### src/verilog/sxc_pkg.sv
package sxc_pkg;
  // ---------------------------------------------------------------
  // recovery timing
  // ---------------------------------------------------------------
  localparam int CNT_W = 12;
  localparam logic [11:0] REC_LONG_CYC = 12'hFFF; // 4096 cycles, terminal at count 4095
  localparam logic [11:0] REC_SHORT_CYC = 12'h01F; // 32 cycles, terminal at count 31
  localparam logic [11:0] CNT_RST = 12'h000;
  localparam int NUM_IRQ = 8;

  // ---------------------------------------------------------------
  // exception and power states
  // ---------------------------------------------------------------
  typedef enum logic [2:0] {
    SXC_INIT = 3'b000,
    SXC_RUN = 3'b001,
    SXC_WAIT = 3'b010,
    SXC_STOP = 3'b011,
    SXC_RECOVER = 3'b100,
    SXC_STACK = 3'b101
  } sxc_state_t;

  // cpu handshake bundle
  typedef struct packed {
    logic instrDone;
    logic waitInstr;
    logic stopInstr;
    logic swiInstr;
    logic rtiInstr;
    logic stackDone;
  } sxc_cpu_t;
endpackage

### src/verilog/sxc_exception_ctrl.sv
`timescale 1ns/1ps
`default_nettype none
module sxc_exception_ctrl #(
  parameter int NUM_IRQ = sxc_pkg::NUM_IRQ
) (
  // clock and resets
  input wire logic core_clk,
  input wire logic rst_b,
  input wire logic powerOnPulse,
  input wire logic extPinReset,
  input wire logic intReset,
  // oscillator clock as a sampled level
  input wire logic oscillatorClock,
  // configuration
  input wire logic shortRecoverySelect,
  input wire logic watchdogDisable,
  input wire logic breakFlagClearEnable,
  // cpu side
  input wire sxc_pkg::sxc_cpu_t cpuIn,
  input wire logic maskBit,
  // interrupt sources, bit 0 is highest priority
  input wire logic [NUM_IRQ-1:0] irqReq,
  input wire logic [NUM_IRQ-1:0] irqEn,
  // break module
  input wire logic breakReq,
  input wire logic breakExitedWaitWr0,
  // peripheral flag clear requests
  input wire logic flagClearReq,
  // clock generator controls
  output logic clockGenEnable,
  output logic cpuClockEnable,
  output logic periphClockEnable,
  output logic oscClockEnable,
  // cpu controls
  output logic intTake,
  output logic [3:0] vectorSel,
  output logic stackCurrentPc,
  output logic setMask,
  output logic clearMask,
  output logic stackHighIndex,
  output logic inBreak,
  output logic breakModuleActive,
  // flag protection
  output logic flagClearAllow,
  // status
  output logic breakExitedWait,
  output logic watchdogClock,
  output logic watchdogRun,
  output logic [11:0] recoveryCount
);
  // ---------------------------------------------------------------
  // state and registers
  // ---------------------------------------------------------------
  sxc_pkg::sxc_state_t state_reg, state_next;
  logic [11:0] cnt_reg;
  logic oscPrev_reg;
  logic shortSel_reg;
  logic recFromIrq_reg;
  logic irqLatched_reg;
  logic [3:0] vec_reg;
  logic swiVec_reg;
  logic maskPrev_reg;
  // decoded helpers
  logic oscFall;
  logic maskFall;
  logic recDone;
  logic anyIrq;
  logic [3:0] winner;
  logic stopExit;

  // picks lowest-index pending enabled request
  function automatic logic [3:0] prio(input logic [NUM_IRQ-1:0] r);
    prio = 4'hF;
    for (int i = NUM_IRQ - 1; i >= 0; i--) begin
      if (r[i]) begin
        prio = 4'(i);
      end
    end
  endfunction

  // request decode and recovery terminal count
  assign oscFall = oscPrev_reg & ~oscillatorClock;
  assign maskFall = maskPrev_reg & ~maskBit;
  assign anyIrq = |(irqReq & irqEn);
  assign winner = prio(irqReq & irqEn);
  assign stopExit = anyIrq | breakReq;
  assign recDone = oscFall && (cnt_reg == (shortSel_reg ? sxc_pkg::REC_SHORT_CYC
                                                        : sxc_pkg::REC_LONG_CYC));

  // ---------------------------------------------------------------
  // oscillator and mask edge detect
  // ---------------------------------------------------------------
  always_ff @(posedge core_clk or negedge rst_b) begin
    if (!rst_b) begin
      oscPrev_reg <= 1'b0;
      maskPrev_reg <= 1'b0;
    end else begin
      oscPrev_reg <= oscillatorClock;
      maskPrev_reg <= maskBit;
    end
  end

  // ---------------------------------------------------------------
  // recovery counter
  // ---------------------------------------------------------------
  always_ff @(posedge core_clk or negedge rst_b) begin
    if (!rst_b) begin
      cnt_reg <= sxc_pkg::CNT_RST;
    end else if (intReset || powerOnPulse) begin
      cnt_reg <= sxc_pkg::CNT_RST; // internal reset clears, external pin does not
    end else if (state_reg == sxc_pkg::SXC_STOP) begin
      cnt_reg <= sxc_pkg::CNT_RST;
    end else if (state_reg == sxc_pkg::SXC_RUN && cpuIn.stopInstr) begin
      cnt_reg <= sxc_pkg::CNT_RST;
    end else if (oscFall) begin
      cnt_reg <= cnt_reg + 12'h001; // free running
    end
  end

  // ---------------------------------------------------------------
  // state machine
  // ---------------------------------------------------------------
  always_comb begin
    state_next = state_reg;
    case (state_reg)
      sxc_pkg::SXC_INIT: begin
        if (!powerOnPulse) begin
          state_next = sxc_pkg::SXC_RUN;
        end
      end
      sxc_pkg::SXC_RUN: begin
        if (cpuIn.instrDone && cpuIn.waitInstr) begin
          state_next = sxc_pkg::SXC_WAIT;
        end else if (cpuIn.instrDone && cpuIn.stopInstr) begin
          state_next = sxc_pkg::SXC_STOP;
        end
      end
      sxc_pkg::SXC_WAIT: begin
        if (anyIrq || breakReq) begin
          state_next = sxc_pkg::SXC_RUN;
        end
      end
      sxc_pkg::SXC_STOP: begin
        if (stopExit) begin
          state_next = sxc_pkg::SXC_RECOVER;
        end
      end
      sxc_pkg::SXC_RECOVER: begin
        if (recDone) begin
          state_next = sxc_pkg::SXC_RUN;
        end
      end
      default: begin
        state_next = sxc_pkg::SXC_INIT;
      end
    endcase
  end

  // state register; every reset overrides the next-state logic
  always_ff @(posedge core_clk or negedge rst_b) begin
    if (!rst_b) begin
      state_reg <= sxc_pkg::SXC_INIT;
    end else if (powerOnPulse) begin
      state_reg <= sxc_pkg::SXC_INIT;
    end else if (intReset || extPinReset) begin
      state_reg <= sxc_pkg::SXC_RUN;
    end else begin
      state_reg <= state_next;
    end
  end

  // ---------------------------------------------------------------
  // recovery select sample
  // ---------------------------------------------------------------
  always_ff @(posedge core_clk or negedge rst_b) begin
    if (!rst_b) begin
      shortSel_reg <= 1'b0;
      recFromIrq_reg <= 1'b0;
    end else if (state_reg == sxc_pkg::SXC_STOP && stopExit) begin
      shortSel_reg <= shortRecoverySelect;
      recFromIrq_reg <= 1'b1;
    end else if (state_reg == sxc_pkg::SXC_RUN) begin
      recFromIrq_reg <= 1'b0;
    end
  end

  // ---------------------------------------------------------------
  // interrupt latch and arbitration
  // ---------------------------------------------------------------
  always_ff @(posedge core_clk or negedge rst_b) begin
    if (!rst_b) begin
      irqLatched_reg <= 1'b0;
      vec_reg <= 4'h0;
      swiVec_reg <= 1'b0;
      intTake <= 1'b0;
      stackCurrentPc <= 1'b0;
    end else if (intReset || extPinReset || powerOnPulse) begin
      irqLatched_reg <= 1'b0;
      intTake <= 1'b0;
      stackCurrentPc <= 1'b0;
      swiVec_reg <= 1'b0;
    end else begin
      intTake <= 1'b0;
      // release once stacking ends or the mask bit is cleared
      if (irqLatched_reg && (cpuIn.stackDone || maskFall)) begin
        irqLatched_reg <= 1'b0;
      end
      if (state_reg == sxc_pkg::SXC_RUN && !irqLatched_reg && cpuIn.instrDone) begin
        if (breakReq) begin
          irqLatched_reg <= 1'b1;
          swiVec_reg <= 1'b1;
          stackCurrentPc <= 1'b1;
          intTake <= 1'b1;
        end else if (cpuIn.swiInstr) begin
          irqLatched_reg <= 1'b1;
          swiVec_reg <= 1'b1;
          stackCurrentPc <= 1'b1;
          intTake <= 1'b1;
        end else if (anyIrq && !maskBit) begin
          irqLatched_reg <= 1'b1;
          vec_reg <= winner;
          swiVec_reg <= 1'b0;
          stackCurrentPc <= 1'b0;
          intTake <= 1'b1;
        end
      end else if ((state_reg == sxc_pkg::SXC_WAIT && anyIrq) ||
                   (state_reg == sxc_pkg::SXC_RECOVER && recDone && recFromIrq_reg && anyIrq)) begin
        // wake from wait, or take after the full stop recovery
        irqLatched_reg <= 1'b1;
        vec_reg <= winner;
        swiVec_reg <= 1'b0;
        stackCurrentPc <= 1'b0;
        intTake <= 1'b1;
      end
    end
  end

  // ---------------------------------------------------------------
  // cpu and clock outputs
  // ---------------------------------------------------------------
  // enables follow the next state so they switch together with it
  always_ff @(posedge core_clk or negedge rst_b) begin
    if (!rst_b) begin
      vectorSel <= 4'h0;
      setMask <= 1'b0;
      clearMask <= 1'b0;
      stackHighIndex <= 1'b0;
      clockGenEnable <= 1'b0;
      cpuClockEnable <= 1'b0;
      periphClockEnable <= 1'b0;
      oscClockEnable <= 1'b0;
      breakModuleActive <= 1'b0;
    end else begin
      vectorSel <= swiVec_reg ? 4'hF : vec_reg;
      setMask <= intTake;
      clearMask <= cpuIn.instrDone && (cpuIn.waitInstr || cpuIn.stopInstr);
      stackHighIndex <= 1'b0;
      clockGenEnable <= (state_next != sxc_pkg::SXC_INIT) && !powerOnPulse;
      cpuClockEnable <= state_next == sxc_pkg::SXC_RUN;
      periphClockEnable <= state_next == sxc_pkg::SXC_RUN ||
                           state_next == sxc_pkg::SXC_WAIT;
      oscClockEnable <= state_next != sxc_pkg::SXC_STOP;
      breakModuleActive <= state_next != sxc_pkg::SXC_STOP;
    end
  end

  // ---------------------------------------------------------------
  // break state and flag protection
  // ---------------------------------------------------------------
  always_ff @(posedge core_clk or negedge rst_b) begin
    if (!rst_b) begin
      inBreak <= 1'b0;
      flagClearAllow <= 1'b0;
    end else begin
      if (breakReq && state_reg != sxc_pkg::SXC_STOP) begin
        inBreak <= 1'b1;
      end else if (cpuIn.rtiInstr) begin
        inBreak <= 1'b0;
      end
      flagClearAllow <= flagClearReq && (!inBreak || breakFlagClearEnable);
    end
  end

  // ---------------------------------------------------------------
  // exited-wait flag, set wins over clear
  // ---------------------------------------------------------------
  always_ff @(posedge core_clk or negedge rst_b) begin
    if (!rst_b) begin
      breakExitedWait <= 1'b0;
    end else if (intReset || powerOnPulse) begin
      breakExitedWait <= 1'b0;
    end else if (state_reg == sxc_pkg::SXC_WAIT && breakReq) begin
      breakExitedWait <= 1'b1;
    end else if (breakExitedWaitWr0) begin
      breakExitedWait <= 1'b0;
    end
  end

  // ---------------------------------------------------------------
  // watchdog clock and counter view
  // ---------------------------------------------------------------
  always_ff @(posedge core_clk or negedge rst_b) begin
    if (!rst_b) begin
      watchdogClock <= 1'b0;
      watchdogRun <= 1'b0;
      recoveryCount <= sxc_pkg::CNT_RST;
    end else begin
      watchdogClock <= oscFall && (cnt_reg == sxc_pkg::REC_LONG_CYC);
      watchdogRun <= !watchdogDisable && (state_reg == sxc_pkg::SXC_RUN ||
                                          state_reg == sxc_pkg::SXC_WAIT);
      recoveryCount <= cnt_reg;
    end
  end
endmodule
`default_nettype wire

### config.mk
export PLATFORM = sky130hd
export DESIGN_NAME = sxc_exception_ctrl
export DESIGN_NICKNAME = d
export VERILOG_FILES = /design/src/verilog/sxc_pkg.sv /design/src/verilog/sxc_exception_ctrl.sv
export SDC_FILE = /design/constraint.sdc
export NUM_CORES = 1
export LEC_CHECK = 0
export ABC_AREA = 1
export BUFFER_PORTS_ARGS = -buffer_cell sky130_fd_sc_hd__clkbuf_2
export CORE_MARGIN = 2
export CORE_UTILIZATION = 45
export DETAILED_ROUTE_END_ITERATION = 7
export PLACE_DENSITY = 0.7
export SYNTH_ARGS = -nofsm -noshare
export SYNTH_HDL_FRONTEND = slang
export SYNTH_SLANG_ARGS = --single-unit
### constraint.sdc
create_clock -name core_clk -period 1.8 [get_ports core_clk]
set_input_delay 0.09 -clock core_clk [delete_from_list [all_inputs] [get_ports core_clk]]
set_output_delay 0.09 -clock core_clk [all_outputs]
set_load 0.01 [all_outputs]
# Yosys cells after proc, flatten, opt, wreduce, memory -nomap -nowiden
# Index checks and enable logic that the tools add are counted.
# op_classes
n_bitwise,7
n_reduce_logical,46
n_mux,54
n_eq_ne,14
addsub,1
# ops
operator,count
2-to-1 mux 12 bit,5
2-to-1 mux 4 bit,14
2-to-1 mux 1 bit,26
2-to-1 mux 3 bit,8
logical AND 1 bit,20
case mux 3 bit (5 select lines),1
"adder 12 x 1 -> 12 bit, second input constant",1
== test 12 bit,1
"== test 12 bit, second input constant",1
logical OR 1 bit,10
"== test 3 x 2 -> 1 bit, second input constant",3
nonzero test 3 bit,3
AND 8 bit,1
OR reduction 8 bit,1
"== test 3 x 1 -> 1 bit, second input constant",2
"inequality test 3 x 2 -> 1 bit, second input constant",2
nonzero test 2 bit,3
zero test 1 bit,5
"inequality test 5 x 4 -> 1 bit, second input constant",1
AND reduction 5 bit,1
"inequality test 2 bit, second input constant",2
nonzero test 4 bit,1
"== test 3 bit, second input constant",1
zero test 3 bit,1
other kinds (5),8
# totals
output_inout_bits,31
in_bits,35
elab_cells,145
ff_bits,53

# Longest topological paths before layout
# Gate-level depths: netlist (run 1).
# logic_depth
ltp_word,13
depth_mapped,13

# Worst setup path after synthesis (run 1)
# Ideal clock, no wire load.
# synth_path
kind,flip-flop to flip-flop
from,register cnt_reg[0]
to,register vec_reg[0]
setup_slack_ns,0.282
setup_ns,0.117
stages_incl_launch_ff,11
required_ns,1.683
period_less_slack_ns,1.518
arrival_ns,1.401
path_cell_list,dfrtp_1 ha_1 nand3_2 nor3_2 nand2_2 nor2_4 nand4_2 nand3_2 nand2_2 nand2_1 nand2_1
# synth_via
elab_chain_len,8
# synth_lines
item,line,text
"start, declared",sxc_exception_ctrl.sv:55,logic [11:0] cnt_reg;
"start signal, assigned",sxc_exception_ctrl.sv:108,cnt_reg <= sxc_pkg::CNT_RST;
"start signal, assigned",sxc_exception_ctrl.sv:110,cnt_reg <= sxc_pkg::CNT_RST;
"start signal, assigned",sxc_exception_ctrl.sv:112,cnt_reg <= sxc_pkg::CNT_RST;
== test 12 bit,sxc_exception_ctrl.sv:87,assign recDone = oscFall && (cnt_reg == (shortSel_reg ? sxc_pkg::REC_SHORT_CYC
logical AND 1 bit,sxc_exception_ctrl.sv:87,
logical AND 1 bit (3 in a row),sxc_exception_ctrl.sv:227,(state_reg == sxc_pkg::SXC_RECOVER && recDone && recFromIrq_reg && anyIrq)) begin
logical OR 1 bit,sxc_exception_ctrl.sv:226,end else if ((state_reg == sxc_pkg::SXC_WAIT && anyIrq) ||
nonzero test 2 bit (no source line),n/a,
AND reduction 5 bit (no source line),n/a,
"end signal, assigned",sxc_exception_ctrl.sv:221,vec_reg <= winner;
"end signal, assigned",sxc_exception_ctrl.sv:230,vec_reg <= winner;
"end, declared",sxc_exception_ctrl.sv:60,logic [3:0] vec_reg;
# No other way between the ends.
# A chain may end at the register's enable or synchronous reset.

# Final worst setup path (run 1)
# layout_path
from,register cnt_reg[1]
to,register vec_reg[1]
# Same word-level chain as after synthesis.

==> impl_metrics.py, run 1 <==
metrics = {
    "timing": {
        "postLayoutSetupSlackWorst_ps": 64.4,
        "final_max_slew_viol_count": 0,
        "finalSetupTns_ps": 0,
        "tightest_slew_ps": 546,
        "setup_viol": 0,
        "rsz0062_at_grt": "true",
        "final_hold_viol_count": 0,
        "fin_skew_ps": 15.3,
        "slew-limit-headroom_pct": 63.6,
        "period_share_pct": 96.4,
        "min_period_ps": 1740,
        "max_freq_mhz": 576,
    },
    "synthesis": {
        "ys_ff_latch": 53,
        "syn-num-nets": 301,
        "synthCells": 265,
        "synth_ff_type": "dfrtp_1",
        "async_flop_share_pct": 100,
        "synth_edf_count": 0,
        "yosysSeqAreaShare_pct": 55.0,
        "synth_top_area_share_pct": 55.0,
        "ys_warn_count": 0,
        "ys_top_cells_by_area": "dfrtp_1 (55%), nand2_1 (8.9%), inv_1 (4.8%)",
        "avgSynthCellArea_um2": 9.10,
        "synth.distinct_cells": 36,
        "synth_top_cell_by_area": "dfrtp_1",
        "netlist_area_um2": 2410,
    },
    "clocking": {
        "clk-insertion-delay-late_ps": 300,
        "cts_buffers": 5,
        "clk_pin_slew_ps": 90,
        "clkSinkCount": 53,
        "cts_tree": "done",
        "htree_levels": 2,
        "clockRootBuffer": "clkbuf_8",
        "clk_path_buf_depth": 2,
    },
    "power_and_ir_drop": {
        "powerDensity_nw_per_um2": 776,
        "seqPwrFrac_pct": 53.3,
        "internal_power_mw": 1.83,
        "clkPwrFrac_pct": 34.0,
        "p_leak_nw": 1.63,
        "power.switching_mw": 0.554,
        "vdd_drop_max_mv": 0.420,
        "sw_frac_of_total_pct": 23.2,
        "p_total_mw": 2.39,
        "p_comb_share_pct": 12.7,
    },
    "worst_setup_path": {
        "crit_cells": 10,
        "reg2regPathDepth": 10,
        "crit_arrival_ps": 1930,
        "crit_start": "cnt_reg[1]",
        "crit_path_top_delay_cell": "dfrtp_1",
        "endpoint_kind": "flop",
        "crit_end": "vec_reg[1]",
        "worstPathMaxFanout": 6,
        "critPathRequiredTime_ps": 2000,
        "path_cells": "ha_2 > nand3_4 > nor3_4 > nand2_2 > nor2_4 > nand4_4 > nand3_4 > nand2_2 > nand2_1 > nand2_1",
        "start_kind": "flop",
        "path_buf_inv": 0,
        "critical_path_class": "flop to flop",
        "worst_path_dominant_cell_family": "simple AND/OR/NAND/NOR gates",
        "r2r_end": "vec_reg[1]",
        "reg2reg_from": "cnt_reg[1]",
        "r2r_setup_slack_ps": 60,
        "critical-path-max-stage-delay_ps": 410,
    },
    "grt": {
        "grt_pass1_vias": 1876,
        "track_usage_pct": 16.6,
        "grt_max_degree": 33,
        "top_usage_layer": "met2",
        "grt_first_pass_wirelength_um": 8070,
        "use_met2_pct": 29.1,
        "grt_antenna_before_repair": 0,
        "grt_overflow": 0,
        "met1_usage_pct": 20.7,
        "use_met3_pct": 3.76,
    },
    "placed_design": {
        "portBuffers": 64,
        "pre_cts_ws_ps": 70.6,
        "dp_hpwl_um": 3560,
        "gp_congestion": 0.839,
        "post_dp_cell_area_um2": 2840,
    },
    "floorplanning": {
        "io_pins": 66,
        "dieArea_um2": 5960,
        "start_util_pct": 46.9,
        "dieHeight_um": 77.2,
        "core_area_um2": 5140,
        "die_width_um": 77.2,
        "std_cell_rows": 26,
    },
    "finish": {
        "final_util_pct": 59.8,
        "seqCellArea_um2": 1330,
        "nFillCells": 451,
        "fin_nets": 382,
        "antenna_cells": 0,
        "syn2layout_area_growth_pct": 27.6,
        "drive_gt1_share_pct": 32.3,
        "multi_input_area_um2": 958,
        "stdcell_area_um2": 3080,
    },
    "route": {
        "drt_wl_total_um": 4490,
        "drcViolationCount": 0,
        "avgViaCountPerCell": 4.59,
        "antenna_left": 0,
        "dr.first_iter.drc_count": 115,
        "wl_per_cell_um": 10.8,
        "drtPass1Iterations": 4,
        "vias": 1912,
    },
    "worst_hold_path": {
        "holdPathStages": 4,
        "worstHoldStart": "breakExitedWaitWr0",
        "hold_class": "input pin to flop",
    },
    "run": {
        "maxCapViolCount": 0,
    },
    "outcome": {
        "status": "completed",
    },
}
==> cell families (layout without fill, tap and decap cells) <==
group / Yosys count / in the layout / share of synthesized area (%)
other: 1 / 1 / 0.156
flip-flops: 53 / 53 / 55.0
AO/OA/AOI/OAI: 31 / 31 / 7.42
XOR/XNOR: 2 / 2 / 0.727
AND/OR/NAND/NOR: 138 / 138 / 29.6
adder cells (fa/ha/maj): 1 / 1 / 0.519
buffers and inverters: 39 / 121 / 6.59
==> cells in the final DEF (no fill, tap or decap), types with 6 or more instances in the layout <==
master | Yosys | layout
inv_1 | 31 | 31
dlygate4sd3_1 | 0 | 8
clkbuf_8 | 0 | 6
clkbuf_2 | 0 | 64
nor2_1 | 30 | 30
nor3_1 | 6 | 6
nand3_1 | 9 | 9
dfrtp_1 | 53 | 53
a21oi_1 | 15 | 15
nand2_1 | 57 | 57
nand2_2 | 6 | 6
o21ai_0 | 6 | 6
==> per-stage QoR <==
step                cells  hold WS, ps
floorplan             265         -206
global placement      400         96.4
detailed placement    400         98.2
CTS                   416         5.30
global route          417         29.6
finish                417         17.6
==> worst min-delay path by stage <==
stage | to | slack, ps
6_report | breakExitedWait | 20
5_1_grt | breakExitedWait | 30
4_1_cts | breakExitedWait | 5
3_5_place_dp | recoveryCount[2] | 100
3_3_place_gp | recoveryCount[2] | 100
2_1_floorplan | breakExitedWait | -210
==> power by group through the flow <==
| stage | Combinational, mW | Sequential (mW) | Clock, mW |
|---|---|---|---|
| global placement | 0.284 | 1.30 | 0 |
| global route | 0.344 | 1.28 | 0.888 |
| CTS | 0.305 | 1.27 | 0.837 |
| finish | 0.302 | 1.27 | 0.812 |
| floorplan | 0.138 | 1.31 | 0 |
| detailed placement | 0.292 | 1.30 | 0 |
==> per-layer routing <==
layer	vias up	routed length, µm
li1	1003	-
met2	55	2210
met4	0	59
met1	847	1990
met3	7	228
met5	-	0
==> what timing repair did <==
item	4_1_cts	5_1_grt
buffers inserted	0	1
hold buffers	8	0
endpoints found under the hold margin	27	0
setup endpoints to repair	0	6
resized for setup	0	5
==> worst reg2reg max path: cells and delay by family (launching register included) <==
family | cells | cell delay (ps)
flops | 1 | 410
simple gates | 9 | 1010
fa+ha+maj | 1 | 230
==> final cells by class <==
type                    instances  share of cell area [%]
flip-flops and latches         53                    43.1
multi-input cells             173                    31.2
repair buffers                 76                    14.4
inverters                      37                    4.68
well taps                      70                    2.85
clock buffers                   7                    2.81
clock inverters                 1                   0.976
==> synthesized netlist by cell type, types with 6 or more instances <==
library cell	instances
o21ai_0	6
nand2_1	57
nand2_2	6
nand3_1	9
nor2_1	30
inv_1	31
nor3_1	6
a21oi_1	15
dfrtp_1	53
No activity file was read; power rests on OpenSTA's default activity.
==> inputs of run 2 (changes only) <==
RECOVER_POWER = 50   (was default)
==> run 2 against run 1 <==
  * Combinational power is 3% lower
  * Hold slack improved by 0.51 ps
  * Cell count unchanged
  * Design area shrank 1.2%
  * First-iteration DRC count rose by 12%
  * Worst setup slack gained 1.3 ps
  * Count of clock-buffer cells in the layout stayed put
  * Die area unchanged
  * Global-route usage is the same
  * Core utilization decreased by 0.71 points
  * Critical endpoint unchanged
==> impl_metrics.py, run 2 (synthesis results as in run 1) <==
metrics = {
    "outcome": {
        "status": "completed",
    },
    "floorplanning": {
        "dieHeight_um": 77.2,
        "die_width_um": 77.2,
        "std_cell_rows": 26,
        "io_pins": 66,
        "core_area_um2": 5140,
        "start_util_pct": 46.9,
        "dieArea_um2": 5960,
    },
    "timing": {
        "slew-limit-headroom_pct": 21.7,
        "fin_skew_ps": 15.2,
        "setup_viol": 0,
        "max_freq_mhz": 577,
        "tightest_slew_ps": 1180,
        "postLayoutSetupSlackWorst_ps": 65.7,
        "period_share_pct": 96.4,
        "min_period_ps": 1730,
        "final_max_slew_viol_count": 0,
        "rsz0062_at_grt": "true",
        "finalSetupTns_ps": 0,
        "final_hold_viol_count": 0,
    },
    "clocking": {
        "clk_pin_slew_ps": 90,
        "htree_levels": 2,
        "clockRootBuffer": "clkbuf_8",
        "cts_buffers": 5,
        "cts_tree": "done",
        "clkSinkCount": 53,
        "clk-insertion-delay-late_ps": 300,
        "clk_path_buf_depth": 2,
    },
    "worst_setup_path": {
        "reg2regPathDepth": 10,
        "worstPathMaxFanout": 6,
        "crit_path_top_delay_cell": "dfrtp_1",
        "worst_path_dominant_cell_family": "simple AND/OR/NAND/NOR gates",
        "start_kind": "flop",
        "crit_start": "cnt_reg[1]",
        "reg2reg_from": "cnt_reg[1]",
        "critical_path_class": "flop to flop",
        "r2r_setup_slack_ps": 70,
        "r2r_end": "vec_reg[1]",
        "path_buf_inv": 0,
        "critPathRequiredTime_ps": 2000,
        "path_cells": "ha_2 > nand3_4 > nor3_4 > nand2_2 > nor2_4 > nand4_4 > nand3_4 > nand2_2 > nand2_1 > nand2_1",
        "critical-path-max-stage-delay_ps": 410,
        "crit_arrival_ps": 1930,
        "endpoint_kind": "flop",
    },
    "finish": {
        "antenna_cells": 0,
        "layoutNonFillerInstCount": 417,
        "fin_nets": 382,
        "syn2layout_area_growth_pct": 26.1,
        "final_util_pct": 59.1,
        "nFillCells": 469,
        "layout_commonest_cell": "nand2_1",
        "layout_common_cells": "nand2_1 (57), dfrtp_1 (53), clkbuf_2 (35)",
        "drive_gt1_share_pct": 23.9,
    },
    "route": {
        "drt_wl_total_um": 4500,
        "highest_layer": "met4",
        "avgViaCountPerCell": 4.62,
        "vias": 1928,
        "dr.first_iter.drc_count": 129,
        "drcViolationCount": 0,
        "dr_wl_met3_um": 247,
        "wl_met2_um": 2210,
        "antenna_left": 0,
        "wl_met1_um": 1990,
        "wl_per_cell_um": 10.8,
        "drtPass1Iterations": 4,
    },
    "grt": {
        "track_usage_pct": 16.6,
        "grt_antenna_before_repair": 0,
        "grt_first_pass_wirelength_um": 8070,
        "grt_overflow": 0,
        "grt_pass1_vias": 1876,
        "grt_max_degree": 33,
    },
    "worst_hold_path": {
        "hold_path_end": "breakExitedWait",
        "hold_class": "input pin to flop",
        "holdPathStages": 4,
        "worstHoldStart": "breakExitedWaitWr0",
    },
    "power_and_ir_drop": {
        "p_total_mw": 2.38,
        "powerDensity_nw_per_um2": 782,
        "vdd_drop_max_mv": 0.419,
        "p_leak_nw": 1.54,
    },
    "placed_design": {
        "gp_congestion": 0.839,
        "dp_hpwl_um": 3560,
        "portBuffers": 64,
        "dp.cells": 400,
        "pre_cts_ws_ps": 70.6,
    },
    "run": {
        "maxCapViolCount": 0,
    },
}
## run 2: area by class of cell
| cell class | instances | area (µm²) | area share, % |
|---|---|---|---|
| flip-flops and latches | 53 | 1330 | 43.6 |
| clock buffers | 7 | 86.3 | 2.84 |
| repair buffers | 76 | 407 | 13.4 |
| clock inverters | 1 | 30.0 | 0.988 |
| multi-input cells | 173 | 958 | 31.5 |
| inverters | 37 | 144 | 4.73 |
| well taps | 70 | 87.6 | 2.88 |
## run 2: worst max path at each step
| stage | end | slack, ps | depth (start not counted) |
|---|---|---|---|
| final | vec_reg[1] | 70 | 10 |
| after global routing | vec_reg[1] | -60 | 10 |
| after CTS | vec_reg[1] | 70 | 10 |
| after detailed placement | vec_reg[1] | 70 | 10 |
| after global placement | vec_reg[0] | 170 | 10 |
| after floorplan | vec_reg[0] | 280 | 10 |
## run 2: worst min-delay path: stages
cell and delay [ps]:
clkbuf_2 70, inv_1 30, nand2_1 40, a21oi_1 50
## run 2: what timing repair did
action,CTS,global route
gates resized for setup,0,5
setup buffers,0,1
hold buffers,8,0
hold endpoints to repair,27,0
setup endpoints to repair,0,6
## run 2: metrics by stage
stage | instance area [µm²] | hold WS [ps]
final | 3040 | 18.1
after global routing | 3040 | 29.6
after detailed placement | 2840 | 98.2
after floorplan | 2410 | -206
after global placement | 2840 | 96.4
after CTS | 3040 | 5.30
## run 2: power breakdown
part,switching (mW),internal (mW)
clock,0.358,0.453
combinational,0.172,0.120
sequential,0.0230,1.25
total,0.553,1.82
## run 2: layer usage
metal / GRT usage (%) / vias up
li1: - / 1002
met3: 3.76 / 7
met4: 4.29 / 0
met5: 0 / -
met2: 29.1 / 59
met1: 20.7 / 860
==> inputs of run 3 (changes only) <==
CORE_UTILIZATION = 52   (was 45)
PLACE_DENSITY = 0.79   (was 0.7)
==> run 3 against run 2 <==
  * The run now ends with negative setup slack left
  * Design area is 1.1% higher
  * Fmax is 5.0% lower
  * Power is 4.4% lower
  * Wire length is 11% higher
  * Die area is 13% lower
  * Register-to-register slack worse by 90 ps
  * Clock skew is 12 ps lower
  * Cell count is 3.4% lower
  * Sequential power hardly changed
  * Largest cell class unchanged
==> impl_metrics.py, run 3 (synthesis results as in run 1) <==
metrics = {
    "finish": {
        "stdcell_area_um2": 3070,
        "antenna_cells": 0,
        "drive_gt1_share_pct": 33.3,
        "seqCellArea_um2": 1330,
        "syn2layout_area_growth_pct": 27.5,
        "layout_common_cells": "clkbuf_2 (61), nand2_1 (54), dfrtp_1 (53)",
        "multi_input_area_um2": 971,
        "nFillCells": 354,
        "layout_commonest_cell": "clkbuf_2",
        "layoutNonFillerInstCount": 403,
        "fin_nets": 387,
    },
    "grt": {
        "grt_first_pass_wirelength_um": 8480,
        "grt_max_degree": 33,
        "grt_overflow": 0,
        "grt_antenna_before_repair": 0,
        "grt_pass1_vias": 1929,
        "track_usage_pct": 20.9,
    },
    "placed_design": {
        "dp.cells": 382,
        "portBuffers": 64,
        "gp_congestion": 0.885,
        "post_dp_cell_area_um2": 2820,
        "dp_hpwl_um": 3710,
    },
    "floorplanning": {
        "core_area_um2": 4410,
        "start_util_pct": 54.6,
        "die_width_um": 72.1,
        "dieArea_um2": 5200,
        "io_pins": 66,
        "std_cell_rows": 24,
        "dieHeight_um": 72.1,
    },
    "worst_hold_path": {
        "hold_class": "input pin to flop",
        "hold_path_end": "clearMask",
        "worstHoldStart": "cpuIn[4]",
        "holdPathStages": 3,
    },
    "timing": {
        "final_max_slew_viol_count": 0,
        "max_freq_mhz": 548,
        "postLayoutSetupSlackWorst_ps": -25.7,
        "fin_skew_ps": 3.57,
        "period_share_pct": 101,
        "whs_ps": 30.8,
        "tightest_slew_ps": 551,
        "rsz0062_at_grt": "true",
        "final_hold_viol_count": 0,
        "slew-limit-headroom_pct": 63.2,
        "min_period_ps": 1830,
        "setup_viol": 1,
    },
    "route": {
        "wl_per_cell_um": 12.4,
        "highest_layer": "met4",
        "avgViaCountPerCell": 5.10,
        "dr_wl_met3_um": 308,
        "dr.first_iter.drc_count": 80,
        "vias": 2055,
        "drtPass1Iterations": 4,
        "drt_wl_total_um": 5010,
        "wl_met2_um": 2540,
        "wl_met1_um": 2070,
        "antenna_left": 0,
        "drcViolationCount": 0,
    },
    "worst_setup_path": {
        "crit_start": "cnt_reg[1]",
        "endpoint_kind": "flop",
        "r2r_setup_slack_ps": -30,
        "critical_path_class": "flop to flop",
        "reg2regPathDepth": 11,
        "start_kind": "flop",
        "worstPathMaxFanout": 4,
        "critPathRequiredTime_ps": 2010,
        "reg2reg_from": "cnt_reg[1]",
        "r2r_end": "swiVec_reg",
        "crit_arrival_ps": 2030,
    },
    "clocking": {
        "clockRootBuffer": "clkbuf_8",
        "clk-insertion-delay-late_ps": 310,
        "cts_tree": "done",
        "clk_path_buf_depth": 2,
        "clkSinkCount": 53,
        "htree_levels": 2,
        "clk_pin_slew_ps": 90,
        "cts_buffers": 5,
    },
    "power_and_ir_drop": {
        "p_leak_nw": 1.65,
        "powerDensity_nw_per_um2": 739,
        "vdd_drop_max_mv": 0.367,
    },
    "outcome": {
        "failed_checks": "negative setup slack",
        "status": "finished, violations left",
    },
    "run": {
        "maxCapViolCount": 0,
    },
}
-- run 3: cell types whose count changed in the layout (fill, tap and decap cells not counted) --
cell / delta
bufinv_16: -1
clkbuf_1: -27
nand2_1: -3
buf_4: +5
nand2_2: +2
nand2_4: +1
clkinvlp_4: +1
clkbuf_2: +26
-- run 3: worst max-delay path by stage --
stage                       endpoint  slack [ps]
final                     swiVec_reg         -30
after global routing      swiVec_reg        -140
after CTS                 vec_reg[2]          10
after detailed placement  vec_reg[2]          40
after global placement    vec_reg[2]         190
after floorplan           vec_reg[0]         280
-- run 3: layout make-up --
cell class / instances / area share [%]
clock inverters: 1 / 0.244
well taps: 52 / 2.12
clock buffers: 6 / 2.69
flip-flops and latches: 53 / 43.2
repair buffers: 81 / 15.5
inverters: 37 / 4.68
multi-input cells: 173 / 31.6
-- run 3: metrics by stage --
stage                     worst slack (ps)  power (mW)  util (%)  TNS (ps)
after floorplan                        282        1.45         -         0
after global placement                 188        1.58      63.8         0
after detailed placement              36.0        1.59      63.8         0
after CTS                             12.1        2.28      67.7         0
after global routing                  -142        2.38      69.6      -506
final                                -25.7        2.27      69.6     -25.7
-- run 3: timing repair --
item,in CTS,in global routing
endpoints found under the hold margin,27,0
buffers inserted,0,6
hold buffers,8,0
endpoints found under the setup margin,0,10
gates resized for setup,0,9
-- run 3: metal layers --
metal | up-vias | GRT usage, %
li1 | 1013 | -
met1 | 952 | 26.1
met2 | 78 | 35.2
met3 | 12 | 5.00
met4 | 0 | 8.18
met5 | - | 0
-- run 3: power by group --
part | internal, mW | switching [mW]
registers | 1.25 | 0.0249
clock network | 0.305 | 0.378
logic | 0.134 | 0.181
total | 1.69 | 0.584
-- run 3: critical path: stages, from the launching register on --
cell and delay (ps):
dfrtp_1 390, ha_2 220, nand3_4 110, nor3_4 240, nand2_2 100, nor2_4 150, nand4_4 110, buf_4 150
nand3_1 60, nand2_1 70, nand2_1 70, nand2_1 50
